## config.mk

```make
export PLATFORM = sky130hd
export DESIGN_NAME = tmr16_timer
export DESIGN_NICKNAME = d
export VERILOG_FILES = /design/src/rtl/tmr16_pkg.sv /design/src/rtl/tmr16_timer.sv /design/src/rtl/tmr16_prescaler.sv
export SDC_FILE = /design/constraint.sdc
export NUM_CORES = 1
export LEC_CHECK = 0
export BUFFER_PORTS_ARGS = -buffer_cell sky130_fd_sc_hd__buf_2
export CAP_MARGIN = 15
export CORE_AREA = 5 5 88 131
export CTS_BUF_LIST = sky130_fd_sc_hd__clkbuf_8
export DETAILED_ROUTE_END_ITERATION = 6
export DIE_AREA = 0 0 93 136
export PLACE_DENSITY = 0.82
export SYNTH_ARGS = -nofsm -noshare
export SYNTH_HDL_FRONTEND = slang
export SYNTH_SLANG_ARGS = --single-unit
```

## constraint.sdc

```tcl
create_clock -name clk_i -period 3.45 [get_ports clk_i]
set_input_delay 0.69 -clock clk_i [delete_from_list [all_inputs] [get_ports clk_i]]
set_output_delay 0.69 -clock clk_i [all_outputs]
set_load 0.02 [all_outputs]
```

## src/rtl/tmr16_pkg.sv

```systemverilog
// Functional notes
// RL1: Compare value loads low byte then high byte; a lone half write has no effect. Here a lone high write still loads during warm-up.
// RL2: Matching keeps the old compare value until the high byte completes the pair.
// RL3: Software changes mode and clock select only while the run bit is zero.
// RL4: Software loads a compare value above 1; upper five bits above 1 at warm-up.
// RL5: Control read bits 7, 6 and 1 are undefined; here they read as zero.
// RL6: Undivided high-frequency clock is chosen only for timer mode in second slow mode.
// RL7: Entering stop mode clears the run bit; software sets it again afterwards.
// RL8: Timer mode counts internal ticks; match raises interrupt, clears, keeps counting.
// RL9: High-frequency source in second slow mode matches upper 5 bits only.
// RL10: Timer mode on high or low clock can time oscillator warm-up intervals.
// RL11: Event mode counts count pin rising edges; match interrupts and clears.
// RL12: Event mode checks the match at the falling edge of the count pin.
// RL13: Count pin stays high and low at least two machine cycles each.
// RL14: Window mode counts internal ticks only while the pin is high.
// RL15: Window pin toggles much slower than the selected internal clock.
// RL16: Window mode is unusable in slow and sleep modes; stop before switching.
// RL17: Three-bit clock select picks divided clocks per divider chain and power mode.
package tmr16_pkg;
  // Register byte offsets
  localparam logic [4:0] ADDR_CTRL = 5'h00;
  localparam logic [4:0] ADDR_CMP_LO = 5'h04;
  localparam logic [4:0] ADDR_CMP_HI = 5'h08;
  localparam logic [4:0] ADDR_COUNT = 5'h0c;
  localparam logic [4:0] ADDR_STATUS = 5'h10;
  // Control field positions
  localparam int CTRL_RUN_BIT = 5;
  localparam int CTRL_CK_LSB = 2;
  localparam int CTRL_WIN_BIT = 0;
  localparam logic [7:0] CTRL_RESET = 8'h00;
  localparam logic [7:0] CTRL_WMASK = 8'h3d;
  localparam logic [15:0] CMP_RESET = 16'hffff;
  // Source clock select codes
  localparam logic [2:0] CK_SLOWEST = 3'h0;
  localparam logic [2:0] CK_SLOW = 3'h1;
  localparam logic [2:0] CK_MID = 3'h2;
  localparam logic [2:0] CK_FAST = 3'h3;
  localparam logic [2:0] CK_LF = 3'h4;
  localparam logic [2:0] CK_LF_DIV = 3'h5;
  localparam logic [2:0] CK_HF = 3'h6;
  localparam logic [2:0] CK_PIN = 3'h7;
  // Divider masks on the high- and low-frequency chains
  localparam logic [22:0] HF_DIV23 = 23'h7fffff;
  localparam logic [22:0] HF_DIV13 = 23'h001fff;
  localparam logic [22:0] HF_DIV8 = 23'h0000ff;
  localparam logic [22:0] HF_DIV3 = 23'h000007;
  localparam logic [14:0] LF_DIV15 = 15'h7fff;
  localparam logic [14:0] LF_DIV10 = 15'h03ff;
  localparam logic [14:0] LF_DIV5 = 15'h001f;
  // Warm-up match ignores the lower compare bits
  localparam int WARM_LSB = 11;
  typedef enum logic [1:0] {TMR16_NORMAL, TMR16_FIRST_SLOW_MODE, TMR16_SECOND_SLOW_MODE, TMR16_SLEEP} tmr16_pmode_e;
endpackage

```

## src/rtl/tmr16_timer.sv

```systemverilog
// Register access over Wishbone and the register offsets were chosen for this implementation.
`timescale 1ns/1ps
module tmr16_timer (
  input wire logic clk_i, // System clock
  input wire logic rst_i, // Synchronous reset, active high
  input wire logic ce_i, // Clock enable, freezes all state
  input wire logic wb_cyc_i, // Wishbone cycle
  input wire logic wb_stb_i, // Wishbone strobe
  input wire logic wb_we_i, // Wishbone write enable
  input wire logic [4:0] wb_adr_i, // Wishbone byte address
  input wire logic [3:0] wb_sel_i, // Wishbone byte selects
  input wire logic [31:0] wb_dat_i, // Wishbone write data
  output logic [31:0] wb_dat_o, // Wishbone read data
  output logic wb_ack_o, // Wishbone acknowledge
  input wire logic count_input_pin_i, // External count or window pin
  input wire logic low_freq_step_i, // Low-frequency clock step
  input wire logic divider_chain_select_i, // Divider chain select
  input wire logic [1:0] power_mode_i, // Current power mode
  input wire logic stop_mode_i, // Chip stop mode level
  output logic compare_match_interrupt_o // One-cycle match pulse
);
  logic [7:0] counter_control_reg_r;
  logic [15:0] compare_value_reg_r;
  logic [7:0] low_buf_r;
  logic low_pend_r;
  logic [15:0] count_r;
  logic irq_r;
  logic ack_r;
  logic [31:0] rdata_r;
  logic pin_s1_r;
  logic pin_s2_r;
  logic pin_d_r;
  logic tick;
  logic req;
  logic wr_ctrl;
  logic wr_lo;
  logic wr_hi;
  logic run;
  logic [2:0] ck_sel;
  logic win_mode;
  logic event_mode;
  logic warm;
  logic pin_rise;
  logic pin_fall;
  logic [15:0] cnt_inc;
  logic hit_inc;
  logic hit_now;
  logic count_en;

  // Bus strobes, one access per acknowledged cycle
  assign req = wb_cyc_i && wb_stb_i && !ack_r;
  assign wr_ctrl = req && wb_we_i && wb_sel_i[0] && (wb_adr_i == tmr16_pkg::ADDR_CTRL);
  assign wr_lo = req && wb_we_i && wb_sel_i[0] && (wb_adr_i == tmr16_pkg::ADDR_CMP_LO);
  assign wr_hi = req && wb_we_i && wb_sel_i[0] && (wb_adr_i == tmr16_pkg::ADDR_CMP_HI);

  // Control fields
  assign run = counter_control_reg_r[tmr16_pkg::CTRL_RUN_BIT];
  assign ck_sel = counter_control_reg_r[tmr16_pkg::CTRL_CK_LSB +: 3];
  assign win_mode = counter_control_reg_r[tmr16_pkg::CTRL_WIN_BIT];
  assign event_mode = !win_mode && (ck_sel == tmr16_pkg::CK_PIN);
  assign warm = !win_mode && (ck_sel == tmr16_pkg::CK_HF)
              && (power_mode_i == 2'(tmr16_pkg::TMR16_SECOND_SLOW_MODE));

  tmr16_prescaler u_presc (
    .clk_i(clk_i),
    .rst_i(rst_i),
    .ce_i(ce_i),
    .lf_step_i(low_freq_step_i),
    .div_sel_i(divider_chain_select_i),
    .pmode_i(power_mode_i),
    .ck_sel_i(ck_sel),
    .tick_o(tick)
  );

  // Two-stage pin synchroniser and edge history
  always_ff @(posedge clk_i)
  begin
    if (rst_i)
    begin
      pin_s1_r <= 1'b0;
      pin_s2_r <= 1'b0;
      pin_d_r <= 1'b0;
    end
    else if (ce_i)
    begin
      pin_s1_r <= count_input_pin_i;
      pin_s2_r <= pin_s1_r;
      pin_d_r <= pin_s2_r;
    end
  end

  assign pin_rise = pin_s2_r && !pin_d_r;
  assign pin_fall = !pin_s2_r && pin_d_r;

  // Control register; stop mode forces the run bit low
  always_ff @(posedge clk_i)
  begin
    if (rst_i)
      counter_control_reg_r <= tmr16_pkg::CTRL_RESET;
    else if (ce_i)
    begin
      if (wr_ctrl)
        counter_control_reg_r <= wb_dat_i[7:0] & tmr16_pkg::CTRL_WMASK;
      if (stop_mode_i)
        counter_control_reg_r[tmr16_pkg::CTRL_RUN_BIT] <= 1'b0; // [RL7]
    end
  end

  // Paired compare load: low byte parks, high byte commits
  always_ff @(posedge clk_i)
  begin
    if (rst_i)
    begin
      compare_value_reg_r <= tmr16_pkg::CMP_RESET;
      low_buf_r <= '0;
      low_pend_r <= 1'b0;
    end
    else if (ce_i)
    begin
      if (wr_lo)
      begin
        low_buf_r <= wb_dat_i[7:0]; // [RL2]
        low_pend_r <= 1'b1;
      end
      else if (wr_hi && (low_pend_r || warm))
      begin
        compare_value_reg_r <= {wb_dat_i[7:0], low_buf_r}; // [RL1] [RL9]
        low_pend_r <= 1'b0;
      end
      else if (wr_hi)
        low_pend_r <= 1'b0; // Lone high write dropped [RL1]
    end
  end

  // Match terms; warm-up compares the upper five bits only
  assign cnt_inc = count_r + 16'h0001;
  assign hit_inc = warm ? (cnt_inc[15:tmr16_pkg::WARM_LSB]
                           == compare_value_reg_r[15:tmr16_pkg::WARM_LSB]) // [RL9]
                        : (cnt_inc == compare_value_reg_r);
  assign hit_now = (count_r == compare_value_reg_r);
  assign count_en = tick && (!win_mode || pin_s2_r); // [RL14]

  // Up-counter for timer, window and event modes
  always_ff @(posedge clk_i)
  begin
    if (rst_i)
    begin
      count_r <= '0;
      irq_r <= 1'b0;
    end
    else if (ce_i)
    begin
      irq_r <= 1'b0;
      if (!run)
        count_r <= '0;
      else if (event_mode)
      begin
        if (pin_rise)
          count_r <= cnt_inc; // [RL11]
        else if (pin_fall && hit_now)
        begin
          count_r <= '0; // [RL12]
          irq_r <= 1'b1;
        end
      end
      else if (count_en)
      begin
        if (hit_inc)
        begin
          count_r <= '0; // [RL8] [RL14]
          irq_r <= 1'b1;
        end
        else
          count_r <= cnt_inc;
      end
    end
  end

  assign compare_match_interrupt_o = irq_r;

  // Bus answer one cycle after the request; unmapped reads zero
  always_ff @(posedge clk_i)
  begin
    if (rst_i)
    begin
      ack_r <= 1'b0;
      rdata_r <= '0;
    end
    else if (ce_i)
    begin
      ack_r <= req;
      if (req)
      begin
        case (wb_adr_i)
          tmr16_pkg::ADDR_CTRL: rdata_r <= {24'h000000, counter_control_reg_r}; // [RL5]
          tmr16_pkg::ADDR_CMP_LO: rdata_r <= {24'h000000, compare_value_reg_r[7:0]};
          tmr16_pkg::ADDR_CMP_HI: rdata_r <= {24'h000000, compare_value_reg_r[15:8]};
          tmr16_pkg::ADDR_COUNT: rdata_r <= {16'h0000, count_r};
          tmr16_pkg::ADDR_STATUS: rdata_r <= {30'h00000000, run, low_pend_r};
          default: rdata_r <= '0;
        endcase
      end
    end
  end

  assign wb_ack_o = ack_r;
  assign wb_dat_o = rdata_r;
endmodule // tmr16_timer

```

## src/rtl/tmr16_prescaler.sv

```systemverilog
`timescale 1ns/1ps
module tmr16_prescaler (
  input wire logic clk_i, // System clock, high-frequency source
  input wire logic rst_i, // Synchronous reset
  input wire logic ce_i, // Clock enable
  input wire logic lf_step_i, // One-cycle low-frequency clock step
  input wire logic div_sel_i, // Divider chain select
  input wire logic [1:0] pmode_i, // Power mode
  input wire logic [2:0] ck_sel_i, // Source clock select
  output logic tick_o // One-cycle source tick
);
  logic [22:0] hf_cnt_r;
  logic [14:0] lf_cnt_r;
  logic slow;
  logic hf_ok;

  // Free-running high-frequency chain
  always_ff @(posedge clk_i)
  begin
    if (rst_i)
      hf_cnt_r <= '0;
    else if (ce_i)
      hf_cnt_r <= hf_cnt_r + 23'h000001;
  end

  // Low-frequency chain advances on each step
  always_ff @(posedge clk_i)
  begin
    if (rst_i)
      lf_cnt_r <= '0;
    else if (ce_i && lf_step_i)
      lf_cnt_r <= lf_cnt_r + 15'h0001;
  end

  assign slow = (pmode_i != 2'(tmr16_pkg::TMR16_NORMAL));
  assign hf_ok = ce_i && !slow;

  // Tick selection per code, divider chain and power mode
  always_comb
  begin
    tick_o = 1'b0;
    case (ck_sel_i)
      tmr16_pkg::CK_SLOWEST: // [RL17]
        if (slow || div_sel_i)
          tick_o = ce_i && lf_step_i && (lf_cnt_r == tmr16_pkg::LF_DIV15);
        else
          tick_o = hf_ok && (hf_cnt_r == tmr16_pkg::HF_DIV23);
      tmr16_pkg::CK_SLOW:
        if (slow || div_sel_i)
          tick_o = ce_i && lf_step_i && ((lf_cnt_r & tmr16_pkg::LF_DIV5) == tmr16_pkg::LF_DIV5);
        else
          tick_o = hf_ok && ((hf_cnt_r & tmr16_pkg::HF_DIV13) == tmr16_pkg::HF_DIV13);
      tmr16_pkg::CK_MID:
        tick_o = hf_ok && ((hf_cnt_r & tmr16_pkg::HF_DIV8) == tmr16_pkg::HF_DIV8);
      tmr16_pkg::CK_FAST:
        tick_o = hf_ok && ((hf_cnt_r & tmr16_pkg::HF_DIV3) == tmr16_pkg::HF_DIV3);
      tmr16_pkg::CK_LF: // Low clock kept in slow modes for warm-up [RL10]
        tick_o = ce_i && lf_step_i;
      tmr16_pkg::CK_LF_DIV:
        tick_o = hf_ok && lf_step_i && ((lf_cnt_r & tmr16_pkg::LF_DIV10) == tmr16_pkg::LF_DIV10);
      tmr16_pkg::CK_HF: // Undivided clock only in second slow mode [RL6]
        tick_o = ce_i && (pmode_i == 2'(tmr16_pkg::TMR16_SECOND_SLOW_MODE));
      default:
        tick_o = 1'b0;
    endcase
  end
endmodule // tmr16_prescaler

```

==> impl_results.md, run 1 <==
* Tmin final at 3100 ps
* Die footprint at 0.0126 mm2
* Total core area at 0.0104 mm2
* Initial Util at 53.1%
* Min-Delay Path Depth at 1
* Fin. Hold Viols at 0
* First-pass GRT wire length at 21.9 mm
* HP Start: low_buf_r[0]
* Final setup viols at 0
* Initial antenna violation count at 0
* Final Total Pwr at 2.14 mW
* # Post-CTS Setup Buffers at 0
* Unique masters post-synth at 63
* DR vias/cell at 6.05
* Reg2Reg Depth at 9
* Drt total wl at 13.3 mm
* RSZ-0062 raised after global routing: no
* Clk_lat worst skew at 380 ps
* Post-synthesis async set-or-reset flop share at 0%
* Most common cell after layout, fill and taps aside: dfxtp_1
* Count of flip-flops with a built-in enable after synthesis at 0
* Ys flop type: dfxtp_1
* Yosys warns at 0
* Worst Hold End: compare_value_reg_r[0]
* Layout cell share with drive strength beyond 1 at 14.3%
* CTS H-Tree Depth at 3
* Final HPWL DP at 9.85 mm
* Pre-CTS WS at 330 ps
* Post-layout nets at 709
* Crit-path max FO at 7
* Crit path DAT at 3410 ps
* Inserted Clock Buffers at 9
* All-Layer GR Usage at 21.8%
* Yosys reg bits at 105
* Diodes inserted at 0
* Clk slew on worst S/H paths at 100 ps
* DRC violations left at 0
* Placement Rows at 46
* Synthesized area at 0.00550 mm2
* Clk sinks at 105
* CTS resizes at 0
* Sequential-to-total area share from yosys stat at 38.2%
* Post-CTS Hold Fix Bufs at 0
* Max rail drop VDD at 0.302 mV
* Startpoint Class: flop
* Layout area overhead at 7.25%
* Root Buffer: clkbuf_8
* Antenna Nets Post-Route at 0
* Max cap viols at 0
* Vias in the first global route at 4610
* WL/cell at 17.2 um
* Fin crit share at 89.8%
* DR pass1 iterations at 5
* Most frequent cells in the layout: dfxtp_1, nor2_1, buf_2
* IO Pins at 87
* R2r endpoint: count_r[8]
* Max Freq at 0.323 GHz
* Largest net degree at the start of global routing at 65
* CP Class: reg -> reg
* Layout Utilization at 57.0%
* Status: finished clean
* CP required at 3760 ps
* Mean Syn Cell Area at 8.78 um2
* Static Leak at 2.08 nW
* Post-synthesis instance total at 627
* Slew @ Worst Pin at 650 ps
* FF-to-FF setup slack at 350 ps
* Hold Crit Class: reg -> reg
* IO buf count at 43
* CTS tree: done
* Worst Skew at 13.0 ps
* Grt total ovfl at 0
* RePlAce Congestion at 0.940
* Clk buf depth at 2
* Crit. End Element: flop
* Setup total negative slack at 0 ps
* Rel. slew slack at 56.2%
* Fin worst setup slack at 351 ps
* DR iter-0 viols at 266
* Power Density at 363 mW/mm2
* Slew Limit Fails at 0
* Die Ht at 136 um
* Reg2reg start: count_r[0]
* Die width at 93 um
* Via count at 4694
-- worst max-delay path by stage --
stage,startpoint,endpoint,cells after the start
CTS,count_r[0],count_r[8],9
detailed placement,ce_i,compare_value_reg_r[15],9
global route,count_r[0],count_r[13],9
global placement,ce_i,count_r[13],9
floorplan,ce_i,count_r[8],10
finish,count_r[0],count_r[8],9
-- logic make-up (layout without fill, tap and decap cells) --
| logic type | Yosys count | after routing | synth area share, % |
|---|---|---|---|
| simple gates | 269 | 269 | 25.9 |
| fa+ha+maj | 5 | 5 | 1.14 |
| mux | 29 | 29 | 6.23 |
| xor+xnor | 54 | 54 | 8.59 |
| compound gates | 99 | 99 | 13.7 |
| buf+inv | 65 | 79 | 6.18 |
| other cells | 1 | 16 | 0.0681 |
| flops | 105 | 105 | 38.2 |
-- synth_stat cells (all sizes together) (2+ instances only) --
library cell	n	area [um2]
a211o	19	166
a21oi	19	95.1
a22o	3	26.3
a22oi	16	120
a31oi	4	25.0
and2	4	30.0
and3	10	67.6
buf	32	215
clkbuf	23	87.6
dfxtp	105	2100
ha	5	62.6
inv	10	37.5
mux2	2	22.5
mux2i	23	230
mux4	4	90.1
nand2	39	149
nand2b	6	37.5
nand3	33	178
nand3b	7	52.6
nand4	21	146
nand4b	4	35.0
nor2	86	323
nor2b	19	119
nor3	12	70.1
nor3b	2	15.0
nor4	7	58.8
nor4b	2	17.5
o2111ai	2	23.8
o211ai	2	15.0
o21ai	16	80.1
o22ai	2	12.5
o311ai	8	115
o31ai	2	15.0
or3	11	73.8
or4	3	26.3
xnor2	18	158
xor2	36	315
-- routing by layer --
metal  up-vias  global-route usage [%]  share of wire, %  routed length (um)
li1       2241                       -                 -                   -
met3        47                    3.82               5.3                 710
met4         0                    12.2               4.3                 571
met2       152                    39.9                54                7200
met1      2254                    23.2                36                4870
met5         -                       0                 0                   0
-- critical path, cell delays in order, from the launching register on --
cell	delay, ps
dfxtp_1	460
ha_1	330
nand3_4	150
or4_1	620
xor2_1	170
and3_4	190
a31oi_1	340
nor2_1	110
or4_1	470
a31oi_1	170
-- sequential cells by signal, indices dropped and copies added (netlist names), 5 cells and up --
register               flops
counter_control_reg_r      5
compare_value_reg_r       16
low_buf_r                  8
u_presc.hf_cnt_r          23
count_r                   16
wb_dat_o                  16
u_presc.lf_cnt_r          15
-- cell type report --
type,count,area [um2]
clock buffer,9,124
clock inverter,7,76.3
fill,930,4460
inverter,10,37.5
multi-input combinational,472,3120
sequential,105,2100
tap,120,150
timing repair buffer,53,290
-- where the power goes --
group / internal [mW] / leakage [nW] / switching [mW]
Combinational: 0.0399 / 1.13 / 0.0826
Sequential: 1.22 / 0.847 / 0.00613
Clock: 0.345 / 0.108 / 0.449
Total: 1.60 / 2.08 / 0.538
-- metrics by stage --
step | hold WS [ps] | cell area [um2] | instances
2_1_floorplan | 435 | 5560 | 642
3_3_place_gp | 442 | 5700 | 760
3_5_place_dp | 453 | 5700 | 760
4_1_cts | 471 | 5900 | 776
5_1_grt | 487 | 5900 | 776
6_report | 469 | 5900 | 776
Power figures use the tool's default switching activity.
==> inputs of run 2 (changes only) <==
--- a/config.mk
+++ b/config.mk
@@ -5,12 +5,13 @@
 export SDC_FILE = /design/constraint.sdc
 export NUM_CORES = 1
 export LEC_CHECK = 0
+export ABC_AREA = 1
 export BUFFER_PORTS_ARGS = -buffer_cell sky130_fd_sc_hd__buf_2
 export CAP_MARGIN = 15
-export CORE_AREA = 5 5 88 131
+export CORE_AREA = 5 5 91 135
 export CTS_BUF_LIST = sky130_fd_sc_hd__clkbuf_8
 export DETAILED_ROUTE_END_ITERATION = 6
-export DIE_AREA = 0 0 93 136
+export DIE_AREA = 0 0 96 140
 export PLACE_DENSITY = 0.82
 export SYNTH_ARGS = -nofsm -noshare
 export SYNTH_HDL_FRONTEND = slang
==> impl_results.md, run 2 <==
* Status: finished clean
* FF-to-FF setup slack at 950 ps
* RSZ-0062 raised after global routing: no
* HP Start: low_buf_r[2]
* All-Layer GR Usage at 22.5%
* P_sw at 0.606 mW
* Post-synthesis instance total at 882
* Max cap viols at 0
* Final Total Pwr at 2.24 mW
* Slew Limit Fails at 0
* Most common cell after layout, fill and taps aside: nand2_1
* Final setup viols at 0
* Antenna Nets Post-Route at 0
* Reg2Reg Depth at 14
* RePlAce Congestion at 0.942
* Top cell type by total area after synthesis: dfxtp_1
* Power Density at 353 mW/mm2
* DR vias/cell at 5.29
* Tmin final at 2500 ps
* Via count at 5640
* Reg2reg start: count_r[0]
* Switch share at 27.1%
* Synthesized area at 0.00590 mm2
* Multi-input logic area at 0.00319 mm2
* Register area at 0.00210 mm2
* Clk buf depth at 2
* Clk sinks at 105
* IO buf count at 43
* Clock power share at 35.4%
* Largest register FFs at 23
* CTS tree: done
* IO Pins at 87
* Layout area overhead at 7.46%
* Inserted Clock Buffers at 9
* Die footprint at 0.0134 mm2
* Min Hold Slack at 456 ps
* Diodes inserted at 0
* Worst Skew at 16.0 ps
* Crit path from: count_r[0]
* DRC violations left at 0
* Cell with the most instances after synthesis: nand2_1
* First-pass GRT wire length at 23.9 mm
* CTS H-Tree Depth at 3
* Comb pwr share at 8.5%
* Hold Crit Class: reg -> reg
* Mean Syn Cell Area at 6.69 um2
* Unique masters post-synth at 45
* Startpoint Class: flop
* Fin crit share at 72.5%
* R2r endpoint: count_r[3]
* DR iter-0 viols at 321
* Yosys warns at 0
* Total core area at 0.0109 mm2
* Setup total negative slack at 0 ps
* Placement Rows at 47
* Initial Util at 54.0%
* # Post-CTS Setup Buffers at 0
* Internal cell power at 1.63 mW
* Die Ht at 140 um
* DR pass1 iterations at 5
* Yosys reg bits at 105
* Initial antenna violation count at 0
* Sequential-to-total area share from yosys stat at 35.6%
* Min-Delay Path Depth at 2
* Ys flop type: dfxtp_1
* Main area contributors after synthesis: dfxtp_1, nand2_1, nor2_1
* Root Buffer: clkbuf_8
* Count of flip-flops with a built-in enable after synthesis at 0
* Crit-path max FO at 14
* Static Leak at 2.74 nW
* Die width at 96 um
* Clk slew on worst S/H paths at 100 ps
* Most frequent cells in the layout: nand2_1, nor2_1, dfxtp_1
* Crit path DAT at 2790 ps
* Layout cell share with drive strength beyond 1 at 11.7%
* Worst Hold End: low_buf_r[2]
* Max rail drop VDD at 0.338 mV
* Grt total ovfl at 0
* Flop pwr share at 56.1%
* Vias in the first global route at 5176
* Top cells by count, synth: nand2_1, nor2_1, dfxtp_1, inv_1, a21oi_1
* Fin. Hold Viols at 0
* Slew @ Worst Pin at 612 ps
* Max Freq at 0.400 GHz
* Largest Register: u_presc.hf_cnt_r
* Clk_lat worst skew at 390 ps
* Final HPWL DP at 11.1 mm
* Post-CTS Hold Fix Bufs at 0
* Share of the synthesized area in the top cell type at 35.6%
* Crit. End Element: flop
* Largest net degree at the start of global routing at 42
* WL/cell at 13.8 um
* CTS resizes at 0
* Filler cell count at 1102
* CP required at 3740 ps
* Post-layout nets at 973
* CP Class: reg -> reg
* Rel. slew slack at 59.1%
* Post-synthesis async set-or-reset flop share at 0%
* Drt total wl at 14.7 mm
run 2: cell count changes after synthesis, sizes merged, moves of 13 or more:
cell and delta:
nor2b -19, xnor2 -13, nand2 +177, nor2 +55, o21ai +27, a21oi +35
inv +94, nand3 +21, a22oi -16, a211o -19, mux2i -23
run 2: metrics by stage:
stage               utilization, %  instance area, um2  instances  worst slack (ps)
global route                  58.0                6340       1067               566
CTS                           58.0                6340       1067               933
global placement              56.2                6150       1051               718
detailed placement            56.2                6150       1051               697
finish                        58.0                6340       1067               950
floorplan                        -                5960        897              1260
run 2: worst max path at each step:
stage / endpoint / slack, ps / depth (start not counted)
floorplan: low_buf_r[6] / 1260 / 9
global placement: count_r[15] / 720 / 15
detailed placement: count_r[0] / 700 / 15
CTS: count_r[0] / 930 / 14
global route: count_r[5] / 570 / 15
finish: count_r[3] / 950 / 14
run 2: cell type report:
| class | instances | share of cell area, % |
|---|---|---|
| Inverter | 106 | 6.27 |
| Timing Repair Buffer | 50 | 4.22 |
| Clock buffer | 9 | 1.95 |
| Tap cell | 147 | 2.90 |
| Sequential cell | 105 | 33.1 |
| Multi-Input combinational cell | 643 | 50.3 |
| Clock inverter | 7 | 1.18 |
run 2: worst max-delay path, cell delays in order, from the launching register on:
cell and delay (ps):
dfxtp_1 470, ha_1 230, nand2_1 140, nor2_2 250, nand3_2 110, inv_1 110
nand2_1 110, xor2_1 180, nand3_2 90, nor2_2 200, nand2_4 90, nand2_4 210
nor2_1 70, nor2_1 90, nor2_1 50
run 2: power groups by stage:
stage	sequential [mW]	combinational, mW	clock, mW
finish	1.26	0.191	0.792
global route	1.26	0.217	0.845
CTS	1.25	0.190	0.802
detailed placement	1.28	0.189	0
global placement	1.28	0.186	0
floorplan	1.27	0.156	0
run 2: cells by family (layout without fill, tap and decap cells):
family                     Yosys count  after routing  synth area share (%)
and+or+nand+nor                    463            463                  35.4
buffers and inverters              149            172                  11.3
AOI/OAI and AO/OA                  130            130                  12.4
DFF                                105            105                  35.6
xor gates and xnor gates            29             29                  4.30
adders and majority gates            5              5                  1.06
other                                1             16                0.0635
run 2: routing by layer:
metal,global-route usage (%),wire [um],vias to the layer above
li1,-,-,2879
met1,24.2,5480,2561
met2,39.9,7800,155
met3,4.08,727,45
met4,13.0,726,0
met5,0,0,-
